$ cat config.mk
export PLATFORM = sky130hd
export DESIGN_NAME = pdb_pwm
export DESIGN_NICKNAME = d
export VERILOG_FILES = /design/src/common/pdb_pkg.sv /design/src/design/pdb_timebase.sv /design/src/design/pdb_pwm.sv
export SDC_FILE = /design/constraint.sdc
export NUM_CORES = 1
export LEC_CHECK = 0
export BUFFER_PORTS_ARGS = -buffer_cell sky130_fd_sc_hd__buf_4
export CAP_MARGIN = 20
export CORE_MARGIN = 10
export CORE_UTILIZATION = 49
export CTS_BUF_LIST = sky130_fd_sc_hd__clkbuf_2 sky130_fd_sc_hd__clkbuf_4 sky130_fd_sc_hd__clkbuf_8
export CTS_CLUSTER_DIAMETER = 200
export CTS_CLUSTER_SIZE = 28
export DETAILED_ROUTE_END_ITERATION = 7
export MAX_ROUTING_LAYER = met4
export PLACE_DENSITY = 0.74
export SYNTH_ARGS = -nofsm -noshare
export SYNTH_HDL_FRONTEND = slang
export SYNTH_SLANG_ARGS = --single-unit
$ cat constraint.sdc
create_clock -name core_clk -period 2.1 [get_ports core_clk]
set_input_delay 0.63 -clock core_clk [delete_from_list [all_inputs] [get_ports core_clk]]
set_output_delay 0.63 -clock core_clk [all_outputs]
set_load 0.005 [all_outputs]
$ cat src/common/pdb_pkg.sv
// package for the pwm duty double-buffer block
// assumes one 250 MHz core clock and plain control ports, no register bus
// How it works
// duty is eight high bits from duty_high_byte, two low from control bits 5:4
// high time equals duty times clock period times prescale factor
// duty accepted anytime, copied to shadow only at period-limit match
// in pwm mode shadow is readable, software writes to it ignored
// two low bits held in own latch, loaded with shadow, glitch free
// pin cleared when shadow duty equals timer extended by two sub-cycle bits
// duty longer than period never clears the pin
// two-bit output config selects single, half, full forward, full reverse
// period timer prescale factors are 1, 4 and 16
// the shared second timer is the time base, common to units in pwm; here each pdb_pwm instantiates its own pdb_timebase
// on limit match timer clears and pin goes high unless duty is zero
package pdb_pkg;
	localparam int DUTY_W       = 10;
	localparam int TMR_W        = 8;
	localparam int CTL_LSB_HI   = 5;
	localparam int CTL_LSB_LO   = 4;
	localparam int CTL_CFG_HI   = 1;
	localparam int CTL_CFG_LO   = 0;
	localparam logic [7:0] CTL_RESET  = 8'h00;
	localparam logic [7:0] DUTY_RESET = 8'h00;
	localparam logic [1:0] PRE_DIV1   = 2'h0;
	localparam logic [1:0] PRE_DIV4   = 2'h1;
	localparam logic [1:0] PRE_DIV16  = 2'h2;

	typedef enum logic [1:0] {
		CFG_SINGLE, CFG_HALF, CFG_FULL_FWD, CFG_FULL_REV
	} pdb_cfg_type;

	// software-side write strobes with data
	typedef struct packed {
		logic       duty_we;
		logic [7:0] duty_high_byte;
		logic       ctl_we;
		logic [7:0] capture_pwm_control;
		logic       shadow_we;
		logic [7:0] shadow_wdata;
	} pdb_wr_type;
endpackage

$ cat src/design/pdb_timebase.sv
// period timer with prescaler, the second timer, instantiated once inside each pwm unit
// assumes limit and prescale select come from the same clock domain
`timescale 1ns/1ns
module pdb_timebase
	import pdb_pkg::*;
(
	input  wire logic             core_clk,
	input  wire logic             arst_n,
	input  wire logic             run,
	input  wire logic [1:0]       prescale_sel,
	input  wire logic [TMR_W-1:0] period_limit,
	output logic [TMR_W-1:0]      period_timer,
	output logic [1:0]            sub_count,
	output logic                  period_end
);
	logic [3:0] pre_cnt;
	logic [3:0] pre_max;
	logic       tick;

	// prescale 1, 4, 16
	always_comb begin
		unique case (prescale_sel)
			PRE_DIV1:  pre_max = 4'h0;
			PRE_DIV4:  pre_max = 4'h3;
			default:   pre_max = 4'hF;
		endcase
	end
	assign tick = (pre_cnt == pre_max);
	assign period_end = run && tick && (sub_count == 2'h3) && (period_timer == period_limit);

	always_ff @(posedge core_clk or negedge arst_n) begin
		if (!arst_n) begin
			pre_cnt <= 4'h0;
		end else if (!run || tick) begin
			pre_cnt <= 4'h0;
		end else begin
			pre_cnt <= pre_cnt + 4'h1;
		end
	end

	// two sub-cycle bits below the timer, one step per prescaled tick
	always_ff @(posedge core_clk or negedge arst_n) begin
		if (!arst_n) begin
			sub_count <= 2'h0;
		end else if (!run) begin
			sub_count <= 2'h0;
		end else if (tick) begin
			sub_count <= sub_count + 2'h1;
		end
	end

	// timer clears on limit match
	always_ff @(posedge core_clk or negedge arst_n) begin
		if (!arst_n) begin
			period_timer <= '0;
		end else if (!run || period_end) begin
			period_timer <= '0;
		end else if (tick && sub_count == 2'h3) begin
			period_timer <= period_timer + 8'h01;
		end
	end
endmodule // pdb_timebase

$ cat src/design/pdb_pwm.sv
// duty double buffer, compare and output steering for one pwm unit
// assumes software strobes are synchronous to core_clk
`timescale 1ns/1ns
module pdb_pwm
	import pdb_pkg::*;
(
	input  wire logic             core_clk,
	input  wire logic             arst_n,
	input  wire logic             pwm_enable,
	input  wire logic [1:0]       prescale_sel,
	input  wire logic [TMR_W-1:0] period_limit,
	input  wire pdb_wr_type       wr,
	output logic [7:0]            duty_shadow,
	output logic [1:0]            duty_low_latch,
	output logic [TMR_W-1:0]      period_timer_q,
	output logic                  pwm_output_pin,
	output logic [3:0]            bridge_out
);
	logic [7:0]        duty_high_byte;
	logic [7:0]        capture_pwm_control;
	logic [TMR_W-1:0]  period_timer;
	logic [1:0]        sub_count;
	logic              period_end;
	logic [DUTY_W-1:0] active_duty;
	logic              match;
	logic              pin;
	logic              pin_live;
	pdb_cfg_type       cfg;

	// next period's duty word, as software last wrote it
	function automatic logic [DUTY_W-1:0] duty_word(
		input logic [7:0] hi,
		input logic [7:0] ctl
	);
		return {hi, ctl[CTL_LSB_HI:CTL_LSB_LO]};
	endfunction

	// second timer as the time base
	pdb_timebase u_tb (
		.core_clk     (core_clk),
		.arst_n       (arst_n),
		.run          (pwm_enable),
		.prescale_sel (prescale_sel),
		.period_limit (period_limit),
		.period_timer (period_timer),
		.sub_count    (sub_count),
		.period_end   (period_end)
	);

	// duty writable at any time
	always_ff @(posedge core_clk or negedge arst_n) begin
		if (!arst_n) begin
			duty_high_byte <= DUTY_RESET;
		end else if (wr.duty_we) begin
			duty_high_byte <= wr.duty_high_byte;
		end
	end

	always_ff @(posedge core_clk or negedge arst_n) begin
		if (!arst_n) begin
			capture_pwm_control <= CTL_RESET;
		end else if (wr.ctl_we) begin
			capture_pwm_control <= wr.capture_pwm_control;
		end
	end

	// shadow loads at period end only; writes ignored in pwm mode
	always_ff @(posedge core_clk or negedge arst_n) begin
		if (!arst_n) begin
			duty_shadow <= DUTY_RESET;
		end else if (pwm_enable && period_end) begin
			duty_shadow <= duty_high_byte;
		end else if (!pwm_enable && wr.shadow_we) begin
			duty_shadow <= wr.shadow_wdata;
		end
	end

	// low bits latch loads with the shadow
	always_ff @(posedge core_clk or negedge arst_n) begin
		if (!arst_n) begin
			duty_low_latch <= 2'h0;
		end else if (pwm_enable && period_end) begin
			duty_low_latch <= capture_pwm_control[CTL_LSB_HI:CTL_LSB_LO];
		end
	end

	assign active_duty = {duty_shadow, duty_low_latch};
	// compare extended timer; unreachable duty never clears
	assign match = ({period_timer, sub_count} == active_duty);
	// pin drops in the cycle the count reaches duty, not one cycle later
	assign pin_live = pin & ~match;
	assign cfg   = pdb_cfg_type'(capture_pwm_control[CTL_CFG_HI:CTL_CFG_LO]);

	// high from period start until duty match
	always_ff @(posedge core_clk or negedge arst_n) begin
		if (!arst_n) begin
			pin <= 1'b0;
		end else if (!pwm_enable) begin
			pin <= 1'b0;
		end else if (period_end) begin
			pin <= (duty_word(duty_high_byte, capture_pwm_control) != 10'h000);
		end else if (match) begin
			pin <= 1'b0;
		end
	end

	// output arrangement; dead band not modelled
	always_ff @(posedge core_clk or negedge arst_n) begin
		if (!arst_n) begin
			pwm_output_pin <= 1'b0;
			bridge_out     <= 4'h0;
		end else begin
			pwm_output_pin <= pin_live;
			unique case (cfg)
				CFG_SINGLE:   bridge_out <= {3'h0, pin_live};
				CFG_HALF:     bridge_out <= {2'h0, ~pin_live & pwm_enable, pin_live};
				CFG_FULL_FWD: bridge_out <= {pin_live, 2'h0, pwm_enable};
				CFG_FULL_REV: bridge_out <= {1'b0, pwm_enable, pin_live, 1'b0};
			endcase
		end
	end

	always_ff @(posedge core_clk or negedge arst_n) begin
		if (!arst_n) begin
			period_timer_q <= '0;
		end else begin
			period_timer_q <= period_timer;
		end
	end
endmodule // pdb_pwm

Yosys cells after proc, flatten, opt, wreduce, memory -nomap -nowiden
Index checks and enable logic that the tools add are counted.
Widths: inputs -> output; s select.
- register bits: 52
- bits of input ports: 40
- output and inout bits: 23
- add/subtract/negate cells: 3
- eq/ne operators: 10
- muxes and demuxes: 12
- bitwise logic cells: 4
- reductions and logical operators: 14
- operator list (operator ; number):
    $mux 8 ; 4
    $pmux 4 s4 ; 1
    $eq 10x10->1 ; 1
    $reduce_bool 10->1 ; 1
    $add 8x1->8 const B ; 1
    $eq 8x8->1 ; 1
    $pmux 4 s2 ; 1
    $eq 2x2->1 const B ; 3
    $logic_and 1x1->1 ; 6
    $add 4x1->4 const B ; 1
    $eq 2x1->1 const B ; 2
    $eq 4x4->1 ; 1
    $logic_not 2->1 ; 2
    $mux 2 ; 2
    $mux 4 ; 1
    $reduce_bool 2->1 ; 2
    $mux 1 ; 3
    $ne 3x1->1 const B ; 1
    $add 2x1->2 const B ; 1
    $and 1x1->1 ; 2
    $logic_or 1x1->1 ; 2
    $ne 2x1->1 const B ; 1
    $not 1->1 ; 2
    $logic_not 1->1 ; 1

Depth between registers and ports, before layout
Gate-level depths: netlist of run 1.
- word-level depth: 8
- depth in mapped cells: 7
- gate-level depth less buffers: 6

Modules after synthesis
A second synthesis of run 1 with hierarchy kept.
- cell total of the unflattened synthesis: 194
- area total of the unflattened synthesis: 2351.0 µm²
- modules (own cells, without submodules) (module ; times used ; cells each ; area each (µm²) ; sequential area each (µm²)):
    pdb_pwm ; 1 ; 104 ; 1441.4 ; 900.9
    pdb_timebase ; 1 ; 90 ; 909.6 ; 350.3

Worst setup path before layout of run 1
No wires, ideal clock.
- path type: input to register
- from: input period_limit[0]
- to: register u_tb.period_timer[6]
- arrival time: 1.985 ns
- required time: 1.961 ns
- slack: -0.023 ns
- cell stages on the path: 5
- path buffers: 0
- cell sequence: xnor2_1 > nand4_2 > nor4_4 > nor3b_1 > or4_1
- word-level cells in the longest chain between the ends: 4
- elaborated cells between the ends (all ways): 5
- classes of those cells: eq/ne: 1; mux: 1; reduce/logical: 3
- RTL lines (what ; line ; text):
    start, declared ; pdb_pwm.sv:11 ; input wire logic [TMR_W-1:0] period_limit,
    $eq 8x8->1 * ; pdb_timebase.sv:29 ; assign period_end = run && tick && (sub_count == 2'h3) && (period_timer == period_limit);
    $logic_and 1x1->1 * ; pdb_timebase.sv:29 ;
    $logic_or 1x1->1 * ; pdb_timebase.sv:56 ; end else if (!run || period_end) begin
    $mux 8 or $reduce_bool 2->1 (tied branches) ; n/a ;
    end signal, assigned ; pdb_timebase.sv:59 ; period_timer <= period_timer + 8'h01;
    end, declared ; pdb_timebase.sv:12 ; output logic [TMR_W-1:0] period_timer,
Every way passes the cells marked *; elsewhere a longest branch is shown, timed or not.
A chain may end at the register's enable or synchronous reset.

Final worst setup path of run 1
- from: register u_tb.pre_cnt[0]
- to: register u_tb.period_timer[6]
- word-level cells in the longest chain between the ends: 6
- elaborated cells between the ends (all ways): 8
- classes of those cells: eq/ne: 1; mux: 1; reduce/logical: 6
- RTL lines (what ; line ; text):
    start, declared ; pdb_timebase.sv:16 ; logic [3:0] pre_cnt;
    start signal, assigned ; pdb_timebase.sv:37 ; pre_cnt <= pre_cnt + 4'h1;
    $eq 4x4->1 * ; pdb_timebase.sv:28 ; assign tick = (pre_cnt == pre_max);
    $logic_and 1x1->1 (3 in a row) ; pdb_timebase.sv:29 ;
    $logic_or 1x1->1 ; pdb_timebase.sv:56 ;
    $mux 8 or $reduce_bool 2->1 (tied branches) ; n/a ;
Marked as above.

==> run_results.csv, run 1 <==
group,metric,value,unit
yosys,syn-num-nets,242,
clock_network,postCtsSetupRepairBufs,0,
place,io_buffers,58,
clock_network,insertion_delay,300,ps
sta,fmaxAchievable,508,MHz
yosys,yosysWarnings,0,
clock_network,cts.sinks,50,
sta,setup_viol,0,
critical_path,startpoint_type,"flop",
clock_network,cts-root-buf,"clkbuf_8",
critical_path,rr_worst_depth,5,
finish,fin_cells,339,
min_path,hold_path.class,"input port to asynchronous set/reset pin",
pwr,p_per_area,656,nW/um2
sta,rsz0062_at_grt,"false",
clock_network,cts_tree,"done",
drt,routed-wl-met3,296,um
drt,wl_met2,2530,um
global_routing,grt_overflow,0,
global_routing,grt_max_degree,51,
pwr,p_switching,0.464,mW
pwr,power_frac_comb,14.3,%
finish,num_antenna_cells,0,
critical_path,crit_fanout,9,
pwr,power.leakage,1.52,nW
sta,fin_crit_sh,93.7,%
sta,finalHoldViolations,0,
clock_network,cts_buffers,5,
critical_path,r2r_slack,130,ps
finish,synthToLayoutAreaGrowth,29.1,%
finish,final_util,65.7,%
drt,wirelength,5310,um
sta,fin_ws,132,ps
sta,fin_setup_tns,0,ps
place,gp_congestion,0.891,
sta,finalClockSkew,4.87,ps
drt,wl_met1,2400,um
die,die_w,90.2,um
yosys,postSynthAreaPerCell,12.1,um2
pwr,ir_worst_vdd,0.000446,V
yosys,ys_seq_elements,50,
pwr,internal_power,1.58,mW
die,dieArea,8140,um2
finish,multi_input_area,1110,um2
clock_network,clk_pin_slew_worst_paths,80,ps
pwr,finalPower,2.05,mW
drt,via_count,1776,
die,io_pins,63,
global_routing,antenna_found_initial,0,
pwr,p_seq_share,52.8,%
place,dpl.cell_count,331,
sta,maxSlewHeadroom,60.2,%
critical_path,reg2reg_to,"u_tb.period_timer[6]",
clock_network,htreeDepth,2,
clock_network,cts_buffer_depth,2,
finish,seqCellArea,1250,um2
sta,worst_pin_slew,598,ps
yosys,synthTopCellsByArea,"dfrtp_1, mux2_2, xor2_1",
drt,top_layer_used,"met4",
drt,avgRoutedWirePerCell,15.7,um
finish,nNetsFinal,314,
place,dp_slack,-217,ps
yosys,yosysTopAreaCell,"dfrtp_1",
drt,first_iter_violations,99,
finish,final_area,3120,um2
global_routing,grt_pass1_vias,1832,
pwr,swShare,22.7,%
drt,antenna_left,0,
die,initial_core_util,50.8,%
yosys,yosysUniqueCellTypes,39,
critical_path,critPathArrivalTime,2130,ps
run_status,outcome,"completed",
global_routing,grt_first_pass_wirelength,8870,um
sta,slew_viol_final,0,
sta,holdWs,330,ps
drt,viasPerCell,5.24,
global_routing,grt_usage,13.5,%
yosys,synth.top_cell.area_share,51.8,%
critical_path,r2r_start,"u_tb.pre_cnt[0]",
pwr,clock_power_share,32.9,%
clock_network,holdBufCountCts,0,
die,die_h,90.2,um
finish,fillerInstances,397,
finish,drive_gt1_share,45.2,%
critical_path,worstPathRequired,2270,ps
yosys,synthCells,199,
sta,fin_crit,1970,ps
critical_path,crit_type,"flop to flop",
yosys,syn_area,2420,um2
place,place_area,3000,um2
drt,drcViolationCount,0,
die,rows,25,
yosys,yosysSeqAreaShare,51.8,%
run,maxCapViolCount,0,
die,coreArea,4750,um2
critical_path,crit_path_end_kind,"flop",
place,place_hpwl,4200,um
clock_network,post_cts_resize_count,1,
drt,first_pass_iters,4,
-- synthesized netlist by cell type (all sizes together) --
cell type and n:
a211oi 1, a21boi 1, a21o 1, a21oi 5
a31o 1, and3 5, buf 5, clkbuf 4
dfrtp 50, ha 3, inv 3, mux2 30
mux2i 2, nand2 14, nand3 7, nand3b 2
nand4 4, nand4b 3, nor2 10, nor2b 2
nor3b 1, nor4 5, o211ai 1, o21ai 4
o221ai 3, or3 4, or4 7, xnor2 9
xor2 12
-- per-layer routing --
layer  up-vias  GRT usage, %
met5         -             -
met4         0          4.38
met3         9          3.57
met2        62          21.9
met1       850          16.1
li1        855             -
-- state kept, by name (all words and copies together), names as in the netlist --
register	cells
duty_shadow	8
pwm_output_pin	1
u_tb.pre_cnt	4
u_tb.period_timer	8
duty_low_latch	2
period_timer_q	8
duty_high_byte	8
pin	1
bridge_out	4
u_tb.sub_count	2
capture_pwm_control	4
-- worst max-delay path by stage --
stage / startpoint / end / slack, ps / cells after the start
4_1_cts: prescale_sel[0] / u_tb.period_timer[5] / 150 / 6
3_5_place_dp: prescale_sel[0] / u_tb.period_timer[5] / -220 / 6
6_report: u_tb.pre_cnt[0] / u_tb.period_timer[6] / 130 / 5
5_1_grt: u_tb.pre_cnt[0] / u_tb.period_timer[5] / 5 / 5
2_1_floorplan: prescale_sel[0] / duty_shadow[6] / 30 / 6
3_3_place_gp: prescale_sel[0] / u_tb.period_timer[5] / -180 / 6
-- power by group through the flow --
stage                     combinational (mW)  clock, mW  sequential [mW]
after floorplan                        0.151          0             1.09
after global placement                 0.291          0             1.10
after detailed placement               0.299          0             1.10
after CTS                              0.301      0.696             1.08
after global routing                   0.325      0.730             1.09
final                                  0.294      0.674             1.08
-- critical path, stage by stage, from the launching register on --
cell,delay [ps]
dfrtp_1,420
and3_1,220
and3_1,220
o21ai_2,340
nor4_1,110
or4_1,520
-- final cells by class --
class                           instances  area share (%)
Clock buffer                            7            2.69
Tap cell                               67            2.69
Inverter                                3           0.361
Sequential cell                        50            40.1
Clock inverter                          1           0.962
Multi-Input combinational cell        137            35.4
Timing Repair Buffer                   74            17.8
-- cell usage in the layout, fill, tap and decap left out, types with 4 or more instances in the layout --
master,synthesis,final
clkbuf_8,0,5
a21oi_1,5,5
mux2_2,29,29
or4_1,6,6
nor2_1,10,10
buf_4,1,74
nor4_1,4,4
nand3_1,7,7
and3_1,5,5
xnor2_1,6,6
xor2_1,12,12
nand2_1,13,13
dfrtp_1,50,50
-- cells by family (layout without fill, tap and decap cells) --
| family | after synthesis | count (layout) | synth area share (%) |
|---|---|---|---|
| simple gates | 64 | 64 | 15.7 |
| flops | 50 | 50 | 51.8 |
| mux | 32 | 32 | 14.8 |
| xor+xnor | 21 | 21 | 8.54 |
| compound gates | 17 | 17 | 4.71 |
| buf+inv | 12 | 85 | 2.95 |
| fa+ha+maj | 3 | 3 | 1.55 |
(Power assumes the default switching activity.)
==> run 2: changes to the inputs <==
--- a/config.mk
+++ b/config.mk
@@ -7,14 +7,16 @@
 export LEC_CHECK = 0
 export BUFFER_PORTS_ARGS = -buffer_cell sky130_fd_sc_hd__buf_4
 export CAP_MARGIN = 20
+export CELL_PAD_IN_SITES_DETAIL_PLACEMENT = 0
+export CELL_PAD_IN_SITES_GLOBAL_PLACEMENT = 1
 export CORE_MARGIN = 10
-export CORE_UTILIZATION = 49
+export CORE_UTILIZATION = 39
 export CTS_BUF_LIST = sky130_fd_sc_hd__clkbuf_2 sky130_fd_sc_hd__clkbuf_4 sky130_fd_sc_hd__clkbuf_8
 export CTS_CLUSTER_DIAMETER = 200
 export CTS_CLUSTER_SIZE = 28
 export DETAILED_ROUTE_END_ITERATION = 7
 export MAX_ROUTING_LAYER = met4
-export PLACE_DENSITY = 0.74
+export PLACE_DENSITY = 0.75
 export SYNTH_ARGS = -nofsm -noshare
 export SYNTH_HDL_FRONTEND = slang
 export SYNTH_SLANG_ARGS = --single-unit
==> run 2 against run 1 <==
Net effect:
- combinational power about the same
- clock power decreased by 20%
- largest power group unchanged
- critical endpoint is now duty_shadow[6]
- largest cell class unchanged
- sequential share of layout area increased by 0.36 points
- worst setup slack improved by 29 ps
- critical path type is now input port to flop
==> run_results.csv, run 2 (same netlist as run 1, synthesis figures left out) <==
group,metric,value,unit
clock_network,post_cts_resize_count,0,
finish,nNetsFinal,313,
die,dieArea,9750,um2
drt,avgRoutedWirePerCell,15.9,um
finish,fillerInstances,568,
drt,first_pass_iters,4,
pwr,power_frac_comb,15.3,%
clock_network,cts_buffer_depth,2,
critical_path,worst-path-buf-inv,1,
sta,fmaxAchievable,516,MHz
drt,viasPerCell,5.17,
drt,antenna_left,0,
place,io_buffers,58,
critical_path,cp_top_family,"simple AND/OR/NAND/NOR gates",
clock_network,cts_buffers,5,
place,dp_slack,-151,ps
finish,drive_gt1_share,44.8,%
global_routing,grt_max_degree,51,
finish,final_area,3090,um2
finish,num_antenna_cells,0,
critical_path,crit_fanout,11,
clock_network,insertion_delay,290,ps
place,place_hpwl,4320,um
clock_network,cts.sinks,50,
die,die_w,98.7,um
clock_network,clk_pin_slew_worst_paths,90,ps
drt,first_iter_violations,83,
pwr,p_per_area,618,nW/um2
pwr,internal_power,1.44,mW
pwr,p_switching,0.469,mW
clock_network,cts-root-buf,"clkbuf_8",
sta,fin_crit_sh,92.3,%
run_status,outcome,"completed",
global_routing,antenna_found_initial,0,
finish,final_cell_mix,"buf_4, dfrtp_1, mux2_2, nand2_1, xor2_1",
critical_path,crit_path_end_kind,"flop",
pwr,p_seq_share,56.4,%
sta,holdWs,346,ps
sta,maxSlewHeadroom,59.3,%
pwr,swShare,24.5,%
min_path,hold_path.class,"input port to asynchronous set/reset pin",
clock_network,cts_tree,"done",
sta,rsz0062_at_grt,"false",
run,maxCapViolCount,0,
drt,wirelength,5500,um
drt,drcViolationCount,0,
critical_path,cp_slowest_cell,"or3_1",
global_routing,grt_usage,12.1,%
clock_network,postCtsSetupRepairBufs,0,
global_routing,grt_overflow,0,
critical_path,critPathArrivalTime,2120,ps
critical_path,r2r_slack,170,ps
die,die_h,98.7,um
sta,setup_viol,0,
sta,slew_viol_final,0,
critical_path,startpoint_type,"input port",
die,initial_core_util,40.6,%
global_routing,grt_first_pass_wirelength,9630,um
global_routing,grt_pass1_vias,1985,
place,place_area,3010,um2
sta,finalClockSkew,7.72,ps
pwr,clock_power_share,28.3,%
critical_path,cp_cell_sequence,"buf_4, or3_1, a21o_1, a21boi_4, nand2_2, mux2_1",
finish,synthToLayoutAreaGrowth,28.0,%
critical_path,crit_type,"input port to flop",
die,coreArea,5960,um2
drt,via_count,1783,
pwr,ir_worst_vdd,0.000424,V
clock_network,holdBufCountCts,0,
pwr,power.leakage,1.50,nW
die,io_pins,63,
sta,finalHoldViolations,0,
place,gp_congestion,0.742,
clock_network,htreeDepth,2,
finish,final_common_cell,"buf_4",
sta,fin_crit,1940,ps
sta,fin_ws,161,ps
critical_path,cp_slowest_stage_delay,390,ps
critical_path,worstPathRequired,2280,ps
sta,worst_pin_slew,611,ps
die,rows,28,
run 2: cell count changes in the layout (fill, tap and decap cells not counted):
cell | previous run | this run
clkbuf_4 | 2 | 1
buf_4 | 74 | 73
clkinvlp_4 | 0 | 1
bufinv_16 | 1 | 0
run 2: metal layers:
| layer | wire (um) | track usage [%] | vias up |
|---|---|---|---|
| li1 | - | - | 851 |
| met1 | 2510 | 14.5 | 861 |
| met2 | 2630 | 19.6 | 71 |
| met3 | 367 | 3.84 | 0 |
| met4 | 0 | 2.54 | 0 |
| met5 | 0 | - | - |
run 2: final timing paths:
kind / start / endpoint / cells past startpoint
worst max register to register: u_tb.pre_cnt[0] / u_tb.period_timer[6] / 6
min in group core_clk: capture_pwm_control[0] / bridge_out[3] / 1
worst min register to register: capture_pwm_control[0] / bridge_out[3] / 1
max in group asynchronous: arst_n / bridge_out[2] / 1
worst max-delay path: prescale_sel[0] / duty_shadow[6] / 6
worst min-delay path: arst_n / period_timer_q[2] / 1
run 2: power by group through the flow:
stage	clock network (mW)	logic (mW)	registers, mW
final	0.541	0.292	1.08
after CTS	0.567	0.299	1.08
after floorplan	0	0.151	1.09
after global routing	0.603	0.329	1.09
after global placement	0	0.294	1.10
after detailed placement	0	0.298	1.10
run 2: final cells by class:
cell class / count / area (um2) / share of cell area (%)
Sequential cell: 50 / 1250 / 40.4
Multi-Input combinational cell: 137 / 1110 / 35.7
Timing Repair Buffer: 73 / 548 / 17.7
Tap cell: 75 / 93.8 / 3.03
Clock buffer: 6 / 76.3 / 2.47
Inverter: 3 / 11.3 / 0.364
Clock inverter: 1 / 7.51 / 0.243
run 2: worst reg2reg max path: stages, from the launching register on:
cell     delay, ps
dfrtp_1        430
and3_1         220
and3_1         210
o21ai_2        240
buf_4          160
nor4_1          40
or4_1          500
run 2: stage by stage:
step                      TNS, ps  total power, mW  instances  utilization, %
after floorplan                 0             1.24        199               -
after global placement      -1490             1.39        338            50.5
after detailed placement    -1880             1.40        338            50.5
after CTS                       0             1.95        345            51.9
after global routing            0             2.02        345            52.0
final                           0             1.91        345            52.0
